`src/hdl/kcsr_pkg.sv`:
```
package kcsr_pkg;
  // ------------------------------------------------------------
  // register map (byte addresses)
  // ------------------------------------------------------------
  localparam logic [11:0] ADDR_CMD = 12'h000;
  localparam logic [11:0] ADDR_ARG0 = 12'h004;
  localparam logic [11:0] ADDR_ARG1 = 12'h008;
  localparam logic [11:0] ADDR_ARG2 = 12'h00C;
  localparam logic [11:0] ADDR_ARG3 = 12'h010;
  localparam logic [11:0] ADDR_ARG4 = 12'h014;
  localparam logic [11:0] ADDR_ARG5 = 12'h018;
  localparam logic [11:0] ADDR_STATUS = 12'h01C;
  localparam logic [11:0] ADDR_EN_PRI = 12'h020;
  localparam logic [11:0] ADDR_ST_PRI = 12'h024;
  localparam logic [11:0] ADDR_EN_SEC = 12'h028;
  localparam logic [11:0] ADDR_ST_SEC = 12'h02C;
  localparam logic [11:0] ADDR_EN_XIO = 12'h030;
  localparam logic [11:0] ADDR_ST_XIO = 12'h034;
  localparam logic [11:0] ADDR_RECOV = 12'h038;
  localparam logic [11:0] ADDR_ACK = 12'h03C;

  // ------------------------------------------------------------
  // command codes
  // ------------------------------------------------------------
  localparam logic [7:0] CMD_KILL_MASK = 8'hA7;
  localparam logic [7:0] CMD_KILL_RECOVERY = 8'hB5;
  localparam logic [7:0] CMD_KEEP_DRIVER = 8'hB6;
  localparam logic [7:0] CMD_DROP_DRIVER = 8'hB7;
  localparam logic [7:0] CMD_KILL_MASK_EXT = 8'hDC;
  localparam logic [7:0] CMD_MULTITASK_EN = 8'h94;
  localparam logic [7:0] CMD_MULTITASK_DIS = 8'h93;
  localparam logic [7:0] CMD_DRIVER_EN = 8'hE3;

  // ------------------------------------------------------------
  // reset values and special recovery values
  // ------------------------------------------------------------
  localparam logic [15:0] EN_PRI_RST = 16'h0080;
  localparam logic [15:0] ST_PRI_RST = 16'h0000;
  localparam logic [15:0] RECOV_IDLE = 16'h0000;
  localparam logic [15:0] RECOV_NV0 = 16'hFFFF;
  localparam logic [15:0] NV_ADDR_ZERO = 16'h0000;

  // status register bit positions
  localparam int ST_SHUT = 0;
  localparam int ST_DRV = 1;
  localparam int ST_KEEP = 2;
  localparam int ST_MT = 3;
  localparam int ST_IDLE = 4;
  localparam int ST_RUN = 5;

  typedef enum logic [1:0] {
    KCSR_NORMAL = 2'b00,
    KCSR_SHUT = 2'b01,
    KCSR_START = 2'b10,
    KCSR_IDLE = 2'b11
  } kcsr_state_t;
endpackage : kcsr_pkg

```
`src/hdl/kcsr_eval_if.sv`:
```
interface kcsr_eval_if;
  logic [15:0] word_pri;
  logic [15:0] word_sec;
  logic [15:0] word_xio;
  logic [15:0] en_pri;
  logic [15:0] st_pri;
  logic [15:0] en_sec;
  logic [15:0] st_sec;
  logic [15:0] en_xio;
  logic [15:0] st_xio;
  logic kill;
  modport ctrl (output word_pri, word_sec, word_xio, en_pri, st_pri, en_sec, st_sec, en_xio, st_xio,
                input kill);
  modport eval (input word_pri, word_sec, word_xio, en_pri, st_pri, en_sec, st_sec, en_xio, st_xio,
                output kill);
endinterface : kcsr_eval_if

```
`src/hdl/kcsr_eval.sv`:
```
module kcsr_eval (
  kcsr_eval_if.eval ev // masks, patterns, words and verdict
);
  function automatic logic kcsr_match(input logic [15:0] w, input logic [15:0] en, input logic [15:0] st);
    kcsr_match = |(en & ~(w ^ st));
  endfunction : kcsr_match

  assign ev.kill = kcsr_match(ev.word_pri, ev.en_pri, ev.st_pri)
                 | kcsr_match(ev.word_sec, ev.en_sec, ev.st_sec)
                 | kcsr_match(ev.word_xio, ev.en_xio, ev.st_xio);
endmodule : kcsr_eval

```
`src/hdl/kcsr_top.sv`:
```
// Summary of operation
// - command 182 keeps the driver enabled when a kill condition occurs and the recovery value is not 0.
// - keeping the driver enabled works only while multitasking is enabled.
// - default kill disables the driver and stops motion at once.
// - after a kill drop the driver stays off until a driver-enable command.
// - a status bit is evaluated only where its enable mask bit is 1.
// - a status bit with enable mask bit 0 is ignored.
// - command 167 loads primary mask and pattern; any enabled match kills.
// - command 220 loads mask and pattern for primary, secondary, extended words.
// - over-voltage always kills while driver is on and always drops the driver.
// - after reset only over-temperature, primary bit 7, is enabled.
// - over-temperature bit is active low, 0 means hot.
// - recovery 0 aborts motion, goes idle, drops driver, no current.
// - recovery -1 runs the program at non-volatile address zero.
// - command 181 loads signed recovery value; other values are program addresses.
//
// Local design decisions: the APB interface to the registers and the register offsets.
module kcsr_top (
  input wire logic sys_clk_i, // 100 MHz clock
  input wire logic srst_i, // synchronous reset, active high
  input wire logic psel_i, // apb select
  input wire logic penable_i, // apb enable
  input wire logic pwrite_i, // apb write
  input wire logic [11:0] paddr_i, // apb byte address
  input wire logic [31:0] pwdata_i, // apb write data
  output logic [31:0] prdata_o, // apb read data
  output logic pready_o, // apb ready
  output logic pslverr_o, // apb error on unmapped address
  input wire logic [15:0] primary_status_word_i, // primary status word
  input wire logic [15:0] secondary_status_word_i, // secondary status word
  input wire logic [15:0] extended_io_word_i, // extended io word
  input wire logic over_voltage_i, // over-voltage, active high
  output logic driver_enable_o, // motor driver enable
  output logic motion_abort_o, // one-cycle pulse: stop motion now
  output logic program_start_o, // one-cycle pulse: load and run program
  output logic [15:0] program_addr_o, // non-volatile program address
  output logic idle_o // recovery idle, no motor current
);
  // ------------------------------------------------------------
  // state
  // ------------------------------------------------------------
  // kill masks and patterns, changed only by commands
  logic [15:0] en_pri_q;
  logic [15:0] en_pri_d;
  logic [15:0] st_pri_q;
  logic [15:0] st_pri_d;
  logic [15:0] en_sec_q;
  logic [15:0] en_sec_d;
  logic [15:0] st_sec_q;
  logic [15:0] st_sec_d;
  logic [15:0] en_xio_q;
  logic [15:0] en_xio_d;
  logic [15:0] st_xio_q;
  logic [15:0] st_xio_d;
  logic [15:0] recov_q;
  logic [15:0] recov_d;
  logic [15:0] arg_q [6];
  logic [15:0] arg_d [6];
  logic keep_q;
  logic keep_d;
  logic mt_q;
  logic mt_d;
  logic drv_q;
  logic drv_d;
  // one-cycle pulses towards the motion side
  logic abort_q;
  logic abort_d;
  logic start_q;
  logic start_d;
  logic [15:0] paddr_out_q;
  logic [15:0] paddr_out_d;
  logic [31:0] prdata_q;
  logic [31:0] prdata_d;
  logic ack_q;
  logic ack_d;
  kcsr_pkg::kcsr_state_t state_q;
  kcsr_pkg::kcsr_state_t state_d;

  logic wr_en;
  logic rd_en;
  logic mapped;
  logic cmd_wr;
  logic kill;
  logic ov_kill;
  logic [7:0] cmd;

  kcsr_eval_if ev ();
  assign ev.word_pri = primary_status_word_i;
  assign ev.word_sec = secondary_status_word_i;
  assign ev.word_xio = extended_io_word_i;
  assign ev.en_pri = en_pri_q;
  assign ev.st_pri = st_pri_q;
  assign ev.en_sec = en_sec_q;
  assign ev.st_sec = st_sec_q;
  assign ev.en_xio = en_xio_q;
  assign ev.st_xio = st_xio_q;

  kcsr_eval u_eval (
    .ev(ev)
  );

  // ------------------------------------------------------------
  // apb decode
  // ------------------------------------------------------------
  assign pready_o = 1'b1;
  assign wr_en = psel_i & penable_i & pwrite_i;
  // read data captured in the setup cycle so it stands at the access edge
  assign rd_en = psel_i & ~penable_i & ~pwrite_i;
  assign cmd_wr = wr_en & (paddr_i == kcsr_pkg::ADDR_CMD);
  assign cmd = pwdata_i[7:0];
  assign ov_kill = over_voltage_i & drv_q;
  assign kill = ev.kill | ov_kill;

  always_comb begin
    case (paddr_i)
      kcsr_pkg::ADDR_CMD, kcsr_pkg::ADDR_ARG0, kcsr_pkg::ADDR_ARG1, kcsr_pkg::ADDR_ARG2,
      kcsr_pkg::ADDR_ARG3, kcsr_pkg::ADDR_ARG4, kcsr_pkg::ADDR_ARG5, kcsr_pkg::ADDR_STATUS,
      kcsr_pkg::ADDR_EN_PRI, kcsr_pkg::ADDR_ST_PRI, kcsr_pkg::ADDR_EN_SEC, kcsr_pkg::ADDR_ST_SEC,
      kcsr_pkg::ADDR_EN_XIO, kcsr_pkg::ADDR_ST_XIO, kcsr_pkg::ADDR_RECOV, kcsr_pkg::ADDR_ACK: mapped = 1'b1;
      default: mapped = 1'b0;
    endcase
  end
  assign pslverr_o = psel_i & penable_i & ~mapped;

  // ------------------------------------------------------------
  // command execution and register file
  // ------------------------------------------------------------
  always_comb begin
    en_pri_d = en_pri_q;
    st_pri_d = st_pri_q;
    en_sec_d = en_sec_q;
    st_sec_d = st_sec_q;
    en_xio_d = en_xio_q;
    st_xio_d = st_xio_q;
    recov_d = recov_q;
    keep_d = keep_q;
    mt_d = mt_q;
    arg_d = arg_q;
    ack_d = ack_q;
    for (int i = 0; i < 6; i++) begin
      if (wr_en && paddr_i == kcsr_pkg::ADDR_ARG0 + 12'(4 * i)) begin
        arg_d[i] = pwdata_i[15:0];
      end
    end
    if (cmd_wr) begin
      ack_d = 1'b1;
      case (cmd)
        kcsr_pkg::CMD_KEEP_DRIVER: keep_d = 1'b1;
        kcsr_pkg::CMD_DROP_DRIVER: keep_d = 1'b0;
        kcsr_pkg::CMD_MULTITASK_EN: mt_d = 1'b1;
        kcsr_pkg::CMD_MULTITASK_DIS: mt_d = 1'b0;
        kcsr_pkg::CMD_KILL_MASK: begin
          en_pri_d = arg_q[0];
          st_pri_d = arg_q[1];
        end
        kcsr_pkg::CMD_KILL_MASK_EXT: begin
          en_pri_d = arg_q[0];
          st_pri_d = arg_q[1];
          en_sec_d = arg_q[2];
          st_sec_d = arg_q[3];
          en_xio_d = arg_q[4];
          st_xio_d = arg_q[5];
        end
        kcsr_pkg::CMD_KILL_RECOVERY: recov_d = arg_q[0];
        kcsr_pkg::CMD_DRIVER_EN: ;
        default: ack_d = 1'b0;
      endcase
    end else if (wr_en && paddr_i == kcsr_pkg::ADDR_ACK) begin
      ack_d = 1'b0;
    end
  end

  // ------------------------------------------------------------
  // shutdown and recovery sequencing
  // ------------------------------------------------------------
  always_comb begin
    state_d = state_q;
    drv_d = drv_q;
    abort_d = 1'b0;
    start_d = 1'b0;
    paddr_out_d = paddr_out_q;
    if (cmd_wr && cmd == kcsr_pkg::CMD_DRIVER_EN) begin
      drv_d = 1'b1;
    end
    case (state_q)
      kcsr_pkg::KCSR_NORMAL, kcsr_pkg::KCSR_IDLE, kcsr_pkg::KCSR_START: begin
        if (kill) begin
          state_d = kcsr_pkg::KCSR_SHUT;
          abort_d = 1'b1;
          if (ov_kill || !(keep_q && mt_q)) begin
            drv_d = 1'b0;
          end
        end else if (state_q == kcsr_pkg::KCSR_START) begin
          state_d = kcsr_pkg::KCSR_NORMAL;
        end else if (state_q == kcsr_pkg::KCSR_IDLE && drv_d) begin
          state_d = kcsr_pkg::KCSR_NORMAL;
        end
      end
      kcsr_pkg::KCSR_SHUT: begin
        if (recov_q == kcsr_pkg::RECOV_IDLE) begin
          state_d = kcsr_pkg::KCSR_IDLE;
          drv_d = 1'b0;
        end else begin
          state_d = kcsr_pkg::KCSR_START;
          start_d = 1'b1;
          paddr_out_d = (recov_q == kcsr_pkg::RECOV_NV0) ? kcsr_pkg::NV_ADDR_ZERO : recov_q;
        end
      end
      default: state_d = kcsr_pkg::KCSR_NORMAL;
    endcase
    // over-voltage drops the driver in every state, shutdown included
    if (ov_kill) begin
      drv_d = 1'b0;
    end
  end

  // ------------------------------------------------------------
  // read mux
  // ------------------------------------------------------------
  always_comb begin
    prdata_d = prdata_q;
    if (rd_en) begin
      prdata_d = 32'h0000_0000;
      case (paddr_i)
        kcsr_pkg::ADDR_ARG0: prdata_d[15:0] = arg_q[0];
        kcsr_pkg::ADDR_ARG1: prdata_d[15:0] = arg_q[1];
        kcsr_pkg::ADDR_ARG2: prdata_d[15:0] = arg_q[2];
        kcsr_pkg::ADDR_ARG3: prdata_d[15:0] = arg_q[3];
        kcsr_pkg::ADDR_ARG4: prdata_d[15:0] = arg_q[4];
        kcsr_pkg::ADDR_ARG5: prdata_d[15:0] = arg_q[5];
        kcsr_pkg::ADDR_STATUS: begin
          prdata_d[kcsr_pkg::ST_SHUT] = (state_q == kcsr_pkg::KCSR_SHUT);
          prdata_d[kcsr_pkg::ST_DRV] = drv_q;
          prdata_d[kcsr_pkg::ST_KEEP] = keep_q;
          prdata_d[kcsr_pkg::ST_MT] = mt_q;
          prdata_d[kcsr_pkg::ST_IDLE] = (state_q == kcsr_pkg::KCSR_IDLE);
          prdata_d[kcsr_pkg::ST_RUN] = (state_q == kcsr_pkg::KCSR_START);
        end
        kcsr_pkg::ADDR_EN_PRI: prdata_d[15:0] = en_pri_q;
        kcsr_pkg::ADDR_ST_PRI: prdata_d[15:0] = st_pri_q;
        kcsr_pkg::ADDR_EN_SEC: prdata_d[15:0] = en_sec_q;
        kcsr_pkg::ADDR_ST_SEC: prdata_d[15:0] = st_sec_q;
        kcsr_pkg::ADDR_EN_XIO: prdata_d[15:0] = en_xio_q;
        kcsr_pkg::ADDR_ST_XIO: prdata_d[15:0] = st_xio_q;
        kcsr_pkg::ADDR_RECOV: prdata_d[15:0] = recov_q;
        kcsr_pkg::ADDR_ACK: prdata_d[0] = ack_q;
        default: prdata_d = 32'h0000_0000;
      endcase
    end
  end

  // ------------------------------------------------------------
  // registers
  // ------------------------------------------------------------
  always_ff @(posedge sys_clk_i) begin
    if (srst_i) begin
      en_pri_q <= kcsr_pkg::EN_PRI_RST;
      st_pri_q <= kcsr_pkg::ST_PRI_RST;
      en_sec_q <= 16'h0000;
      st_sec_q <= 16'h0000;
      en_xio_q <= 16'h0000;
      st_xio_q <= 16'h0000;
      recov_q <= kcsr_pkg::RECOV_IDLE;
      keep_q <= 1'b0;
      mt_q <= 1'b0;
      drv_q <= 1'b0;
      abort_q <= 1'b0;
      start_q <= 1'b0;
      paddr_out_q <= 16'h0000;
      prdata_q <= 32'h0000_0000;
      ack_q <= 1'b0;
      state_q <= kcsr_pkg::KCSR_NORMAL;
      for (int i = 0; i < 6; i++) begin
        arg_q[i] <= 16'h0000;
      end
    end else begin
      en_pri_q <= en_pri_d;
      st_pri_q <= st_pri_d;
      en_sec_q <= en_sec_d;
      st_sec_q <= st_sec_d;
      en_xio_q <= en_xio_d;
      st_xio_q <= st_xio_d;
      recov_q <= recov_d;
      keep_q <= keep_d;
      mt_q <= mt_d;
      drv_q <= drv_d;
      abort_q <= abort_d;
      start_q <= start_d;
      paddr_out_q <= paddr_out_d;
      prdata_q <= prdata_d;
      ack_q <= ack_d;
      state_q <= state_d;
      arg_q <= arg_d;
    end
  end

  assign prdata_o = prdata_q;
  assign driver_enable_o = drv_q;
  assign motion_abort_o = abort_q;
  assign program_start_o = start_q;
  assign program_addr_o = paddr_out_q;
  assign idle_o = (state_q == kcsr_pkg::KCSR_IDLE);
endmodule : kcsr_top

```
`config.mk`:
```
export PLATFORM = sky130hd
export DESIGN_NAME = kcsr_top
export DESIGN_NICKNAME = d
export VERILOG_FILES = /design/src/hdl/kcsr_pkg.sv /design/src/hdl/kcsr_eval_if.sv /design/src/hdl/kcsr_eval.sv /design/src/hdl/kcsr_top.sv
export SDC_FILE = /design/constraint.sdc
export NUM_CORES = 1
export LEC_CHECK = 0
export BUFFER_PORTS_ARGS = -buffer_cell sky130_fd_sc_hd__clkbuf_2
export CORE_MARGIN = 10
export CORE_UTILIZATION = 53
export CTS_CLUSTER_DIAMETER = 50
export DETAILED_ROUTE_END_ITERATION = 12
export PLACE_DENSITY = 0.85
export SLEW_MARGIN = 10
export SYNTH_ARGS = -nofsm -noshare
export SYNTH_HDL_FRONTEND = slang
export SYNTH_SLANG_ARGS = --single-unit
export TNS_END_PERCENT = 5
```
`constraint.sdc`:
```
create_clock -name sys_clk_i -period 2.1 [get_ports sys_clk_i]
set_clock_uncertainty 0.15 [all_clocks]
set_input_delay 0.21 -clock sys_clk_i [delete_from_list [all_inputs] [get_ports sys_clk_i]]
set_output_delay 0.21 -clock sys_clk_i [all_outputs]
set_load 0.005 [all_outputs]
```
==> results of run 1 <==
[worst max-delay path, stage by stage, from the launching register on]
cell	delay [ns]
dfxtp_2	0.34
xnor2_1	0.14
a22oi_2	0.37
nand4_1	0.30
or3_1	0.39
or4_4	0.45
nor3b_1	0.16
[kinds of logic (layout without fill, tap and decap cells)]
logic type             Yosys count  in the layout  share of synthesized area
buffers and inverters          118            409                     0.0494
AO/OA/AOI/OAI                  296            296                      0.163
other                            2             18                   0.000640
AND/OR/NAND/NOR                513            513                      0.194
multiplexers                   150            150                      0.134
flip-flops                     248            248                      0.423
XOR/XNOR                        48             48                     0.0358
[worst max-delay path by stage]
| stage | endpoint |
|---|---|
| after floorplan | recov_q[10] |
| after global placement | state_q[0] |
| after detailed placement | state_q[0] |
| after CTS | motion_abort_o |
| after global routing | motion_abort_o |
| final | motion_abort_o |
[metrics by stage]
stage	hold slack (ns)	TNS, ns
6_report	0.0362	-1.22
4_1_cts	0.00453	-0.803
5_1_grt	0.0552	-1.41
3_3_place_gp	0.285	-32.31
3_5_place_dp	0.296	-37.21
2_1_floorplan	0.196	-0.688
[layer usage]
| metal | up-vias | wire, µm | global-route usage |
|---|---|---|---|
| li1 | 5395 | - | - |
| met1 | 5785 | 18000 | 0.415 |
| met2 | 974 | 20600 | 0.492 |
| met3 | 249 | 7410 | 0.109 |
| met4 | 2 | 3430 | 0.192 |
| met5 | - | 11 | 0 |
[cells in the final DEF (no fill, tap or decap), types with 7 or more instances in the layout]
cell type        n
a21oi_1        134
a22o_1          22
a22oi_1         43
a32oi_1         12
and3_1          11
buf_12          11
buf_4          204
clkbuf_1         8
clkbuf_16       31
clkbuf_2       117
conb_1          17
dfxtp_1        246
dlygate4sd3_1   17
mux2_2          17
mux2i_1        129
nand2_1        268
nand3_1         10
nand4_1         14
nor2_1         127
nor2b_1          7
nor3_1          18
nor4_1           9
o21ai_0         23
o22ai_1          8
xnor2_1         48
[power by group through the flow]
stage          clock network, W  logic [W]  registers [W]
2_1_floorplan                 0   0.000328        0.00482
3_3_place_gp                  0   0.000672        0.00482
3_5_place_dp                  0   0.000678        0.00482
4_1_cts                 0.00513   0.000710        0.00471
5_1_grt                 0.00532   0.000767        0.00471
6_report                0.00513   0.000751        0.00471
[cell type report]
type | instances | area share
clock inverter | 13 | 0.00817
tap | 280 | 0.0231
sequential | 248 | 0.328
clock buffer | 43 | 0.0568
inverter | 3 | 0.000743
timing repair buffer | 350 | 0.166
multi-input combinational | 1024 | 0.417
antenna | 1 | 0.000165
[state kept, by name, indices dropped and copies added, names as in the netlist]
name             flops
mt_q                 1
motion_abort_o       1
ev.st_xio           16
driver_enable_o      1
en_sec_q            16
ev.st_sec           16
arg_q               96
prdata_o            16
ev.st_pri           16
ack_q                1
program_addr_o      16
state_q              2
program_start_o      1
en_xio_q            16
en_pri_q            16
recov_q             16
keep_q               1
[timing repair]
action / in CTS / in global routing
pin swaps: 5 / 3
setup endpoints to repair: 15 / 49
resized for setup: 4 / 6
endpoints found under the hold margin: 95 / 0
hold buffers: 17 / 0
==> results.ini, run 1 <==
[logic_synthesis]
yosysMostFrequentCell = nand2_1
synth-edff-count = 0
syn_area_per_cell_um2 = 8.53
ys.flop_type = dfxtp_1
postSynthCellCount = 1375
yosysTopAreaCell = dfxtp_1
synth-seq-cells = 248
async_reset_ff_frac = 0
yosysWarnings = 0
yosysUniqueCellTypes = 72
yosys.area.top_type_share = 0.423
synthTopCellsByArea = dfxtp_1 (42%), mux2i_1 (11%), nand2_1 (8.6%), a21oi_1 (5.7%), nor2_1 (4.1%)
synth-seq-area-share = 0.423
synthTopCellsByCount = nand2_1 (268), dfxtp_1 (248), a21oi_1 (134), mux2i_1 (129), nor2_1 (127)
synth_area_um2 = 11700

[hold_path]
min_from = over_voltage_i
min_to = driver_enable_o
hp-class = primary input to flip-flop
whs_path_depth = 5

[grt]
grt_overflow = 0
globalRouteTotalUtil = 0.332
grt_pass1_wl_um = 73500
grt_pass1_vias = 12000
antenna_found_initial = 3
grt_start_max_net_pins = 77

[cells_and_area]
nFillCells = 1684
layout.area.seq_um2 = 4970
multi_input_area_um2 = 6330
syn_to_final_growth_pct = 29.3
layout-drive-gt1-share = 0.258
postLayoutCellArea_um2 = 15200
nNetsFinal = 1755
fin_util = 0.695
fin_cells = 1962

[routing]
viasPerCell = 6.32
drtIter0Drc = 1800
final_antenna_net_count = 0
drt-total-wl_um = 49500
wl_per_cell_um = 25.2
firstDrtPassIters = 6
num_vias = 12400
drc = 0

[pwr]
irDropWorstVdd_uv = 665
power_density_nw_per_um2 = 699
p_leak_nw = 5.70
swShare = 0.246
power_frac_seq = 0.445
internal-power_w = 0.00799
p_total_w = 0.0106
p_clk_frac = 0.484
pwr-share-comb = 0.071
switchingPower_w = 0.00260

[sta]
clock.fmax_mhz = 410
hold_viol = 0
fin_ws_ns = -0.337
slew_viol_final = 0
grt_setup_unrepaired = true
slew_headroom = 0.390
setup_viol = 4
layout_min_cycle_time_ns = 2.44
fin_crit_sh = 1.16
tightest_slew_ns = 0.911

[placement]
dp_hpwl_um = 36500
place_area_um2 = 14000
globalplace.congestion = 1.13
dp_slack_ns = -0.588
io_buffers = 118
post-place-cells = 1888

[status]
status = finished, violations left
violations = setup timing

[critical_path]
critPathLaunch = ev.st_pri[7]
reg2reg_depth = 6
cp.arrival_ns = 2.71
worstReg2RegEnd = motion_abort_o
cp_data_required_time_ns = 2.37
crit_path_end_kind = flip-flop
crit_type = flip-flop to flip-flop
path_max_fanout = 4
rrSetupSlack_ns = -0.34
rr_startpoint = ev.st_pri[7]
worstSetupStartpointType = flip-flop

[floorplanning]
die_area_um2 = 28500
coreArea_um2 = 21800
die_h_um = 169
io_pins = 152
start_util = 0.538
die_w_um = 169
num_rows = 54

[cts]
cts_tree = built
cts_setup_buffers = 0
cts_max_level = 1
clkLatencyLatePin_ns = 0.56
cts_buffers = 30
clk_pin_slew_ns = 0.06
cts.sinks = 248
cts.path.max_buffers = 3
cts_root_buffer = clkbuf_16

[job]
cap_violations = 0

No activity file was read; power rests on OpenSTA's default activity.
==> inputs of run 2 (changes only) <==
MAX_ROUTING_LAYER = met4   (was default)
SKIP_LAST_GASP = 1   (was default)
==> run 2 against run 1 <==
The flow still finishes with violations (setup timing). Sequential power hardly changed. Combinational power rose by 2.8%. Total power is 0.93% lower. Critical path type unchanged. Critical endpoint unchanged. Largest power group unchanged.
==> results.ini, run 2 (synthesized netlist as in run 1, its figures left out) <==
[critical_path]
crit_path_end_kind = flip-flop
cp_data_required_time_ns = 2.38
crit_type = flip-flop to flip-flop
critical-path-top-delay-family = simple AND/OR/NAND/NOR gates
crit_path_top_delay_cell = or4_4
crit_buf_inv = 0
path_cells = xnor2_1 -> a22oi_2 -> nand4_1 -> or3_1 -> or4_4 -> nor3b_1
cp.arrival_ns = 2.66
path_max_fanout = 4
cp_slowest_stage_delay_ns = 0.46
worstSetupStartpointType = flip-flop

[floorplanning]
start_util = 0.538
num_rows = 54
io_pins = 152
coreArea_um2 = 21800
die_area_um2 = 28500
die_w_um = 169
die_h_um = 169

[sta]
fin_crit_sh = 1.13
setup_viol = 8
hold_viol = 0
setup_tns_ns = -1.04
layout_min_cycle_time_ns = 2.38
grt_setup_unrepaired = true
slew_headroom = 0.375
tightest_slew_ns = 0.934
fin_ws_ns = -0.279
clock.fmax_mhz = 420
slew_viol_final = 0

[cts]
cts.sinks = 248
cts_setup_buffers = 0
cts_buffers = 29
cts_max_level = 1
clkLatencyLatePin_ns = 0.57
cts_tree = built
cts.path.max_buffers = 3
clk_pin_slew_ns = 0.07
cts_root_buffer = clkbuf_16

[placement]
globalplace.congestion = 1.08
io_buffers = 118
dp_hpwl_um = 38800
post-place-cells = 1912

[routing]
wl_per_cell_um = 26.2
drtIter0Drc = 1790
num_vias = 12300
viasPerCell = 6.21
firstDrtPassIters = 7
drc = 0
drt-total-wl_um = 52000
final_antenna_net_count = 0

[grt]
antenna_found_initial = 0
met3_usage = 0.0910
grt_start_max_net_pins = 115
grt_pass1_vias = 12000
grt_pass1_wl_um = 76300
grtUsageMet2 = 0.538
grt_overflow = 0
globalRouteTotalUtil = 0.361
grt_use_met1 = 0.462
top_usage_layer = met2

[cells_and_area]
final_cell_mix = nand2_1 (268), dfxtp_1 (247), buf_4 (217)
layout-drive-gt1-share = 0.265
antenna_cells = 0
nFillCells = 1701
final_common_cell = nand2_1
syn_to_final_growth_pct = 31.5
largest_reg_flops = 96
fin_cells = 1984
largest_register = arg_q
nNetsFinal = 1779

[pwr]
irDropWorstVdd_uv = 573
power_density_nw_per_um2 = 680
p_leak_nw = 5.87

[hold_path]
hp-class = primary input to flip-flop

[status]
status = finished, violations left
violations = setup timing

[job]
cap_violations = 0

-- run 2: worst paths after layout --
path	cells after the start	from	slack (ns)	to
min	5	over_voltage_i	0.03	driver_enable_o
max reg2reg	6	ev.st_pri[7]	-0.28	motion_abort_o
max	6	ev.st_pri[7]	-0.28	motion_abort_o
min reg2reg	2	prdata_o[12]	0.31	prdata_o[12]
-- run 2: worst reg2reg max path, stage by stage, from the launching register on --
cell and delay [ns]:
dfxtp_2 0.35, xnor2_1 0.14, a22oi_2 0.33, nand4_1 0.25
or3_1 0.41, or4_4 0.46, nor3b_1 0.16
-- run 2: power breakdown --
| group | leakage, nW | switching [W] | internal [W] |
|---|---|---|---|
| combinational | 3.41 | 0.000465 | 0.000307 |
| clock | 0.467 | 0.00213 | 0.00288 |
| sequential | 2.00 | 0.00000409 | 0.00471 |
-- run 2: area by class of cell --
class | count | area, µm² | share of cell area
multi-input cells | 1024 | 6300 | 0.408
flip-flops and latches | 248 | 4970 | 0.322
inverters | 3 | 11.3 | 0.000730
repair buffers | 375 | 2850 | 0.184
clock inverters | 14 | 135 | 0.00876
clock buffers | 40 | 817 | 0.0530
well taps | 280 | 350 | 0.0227
-- run 2: what timing repair did --
action,CTS,global route
pin swaps,5,0
gates resized for setup,3,1
hold endpoints to repair,90,0
hold buffers,18,0
setup endpoints to repair,15,109
-- run 2: metal layers --
| metal | wire length [µm] | up-vias |
|---|---|---|
| met5 | 0 | - |
| met4 | 2270 | 0 |
| met3 | 7090 | 151 |
| met2 | 22600 | 853 |
| met1 | 20100 | 5876 |
| li1 | - | 5446 |
-- run 2: through the flow --
stage | area [µm²] | worst slack [ns] | utilization | total power [W] | hold slack, ns
floorplan | 11800 | -0.0366 | - | 0.00514 | 0.196
global placement | 14300 | -0.589 | 0.654 | 0.00553 | 0.285
detailed placement | 14300 | -0.594 | 0.654 | 0.00553 | 0.294
CTS | 15400 | -0.234 | 0.707 | 0.0105 | 0.00158
global route | 15400 | -0.277 | 0.707 | 0.0107 | 0.0300
finish | 15400 | -0.279 | 0.707 | 0.0105 | 0.0261
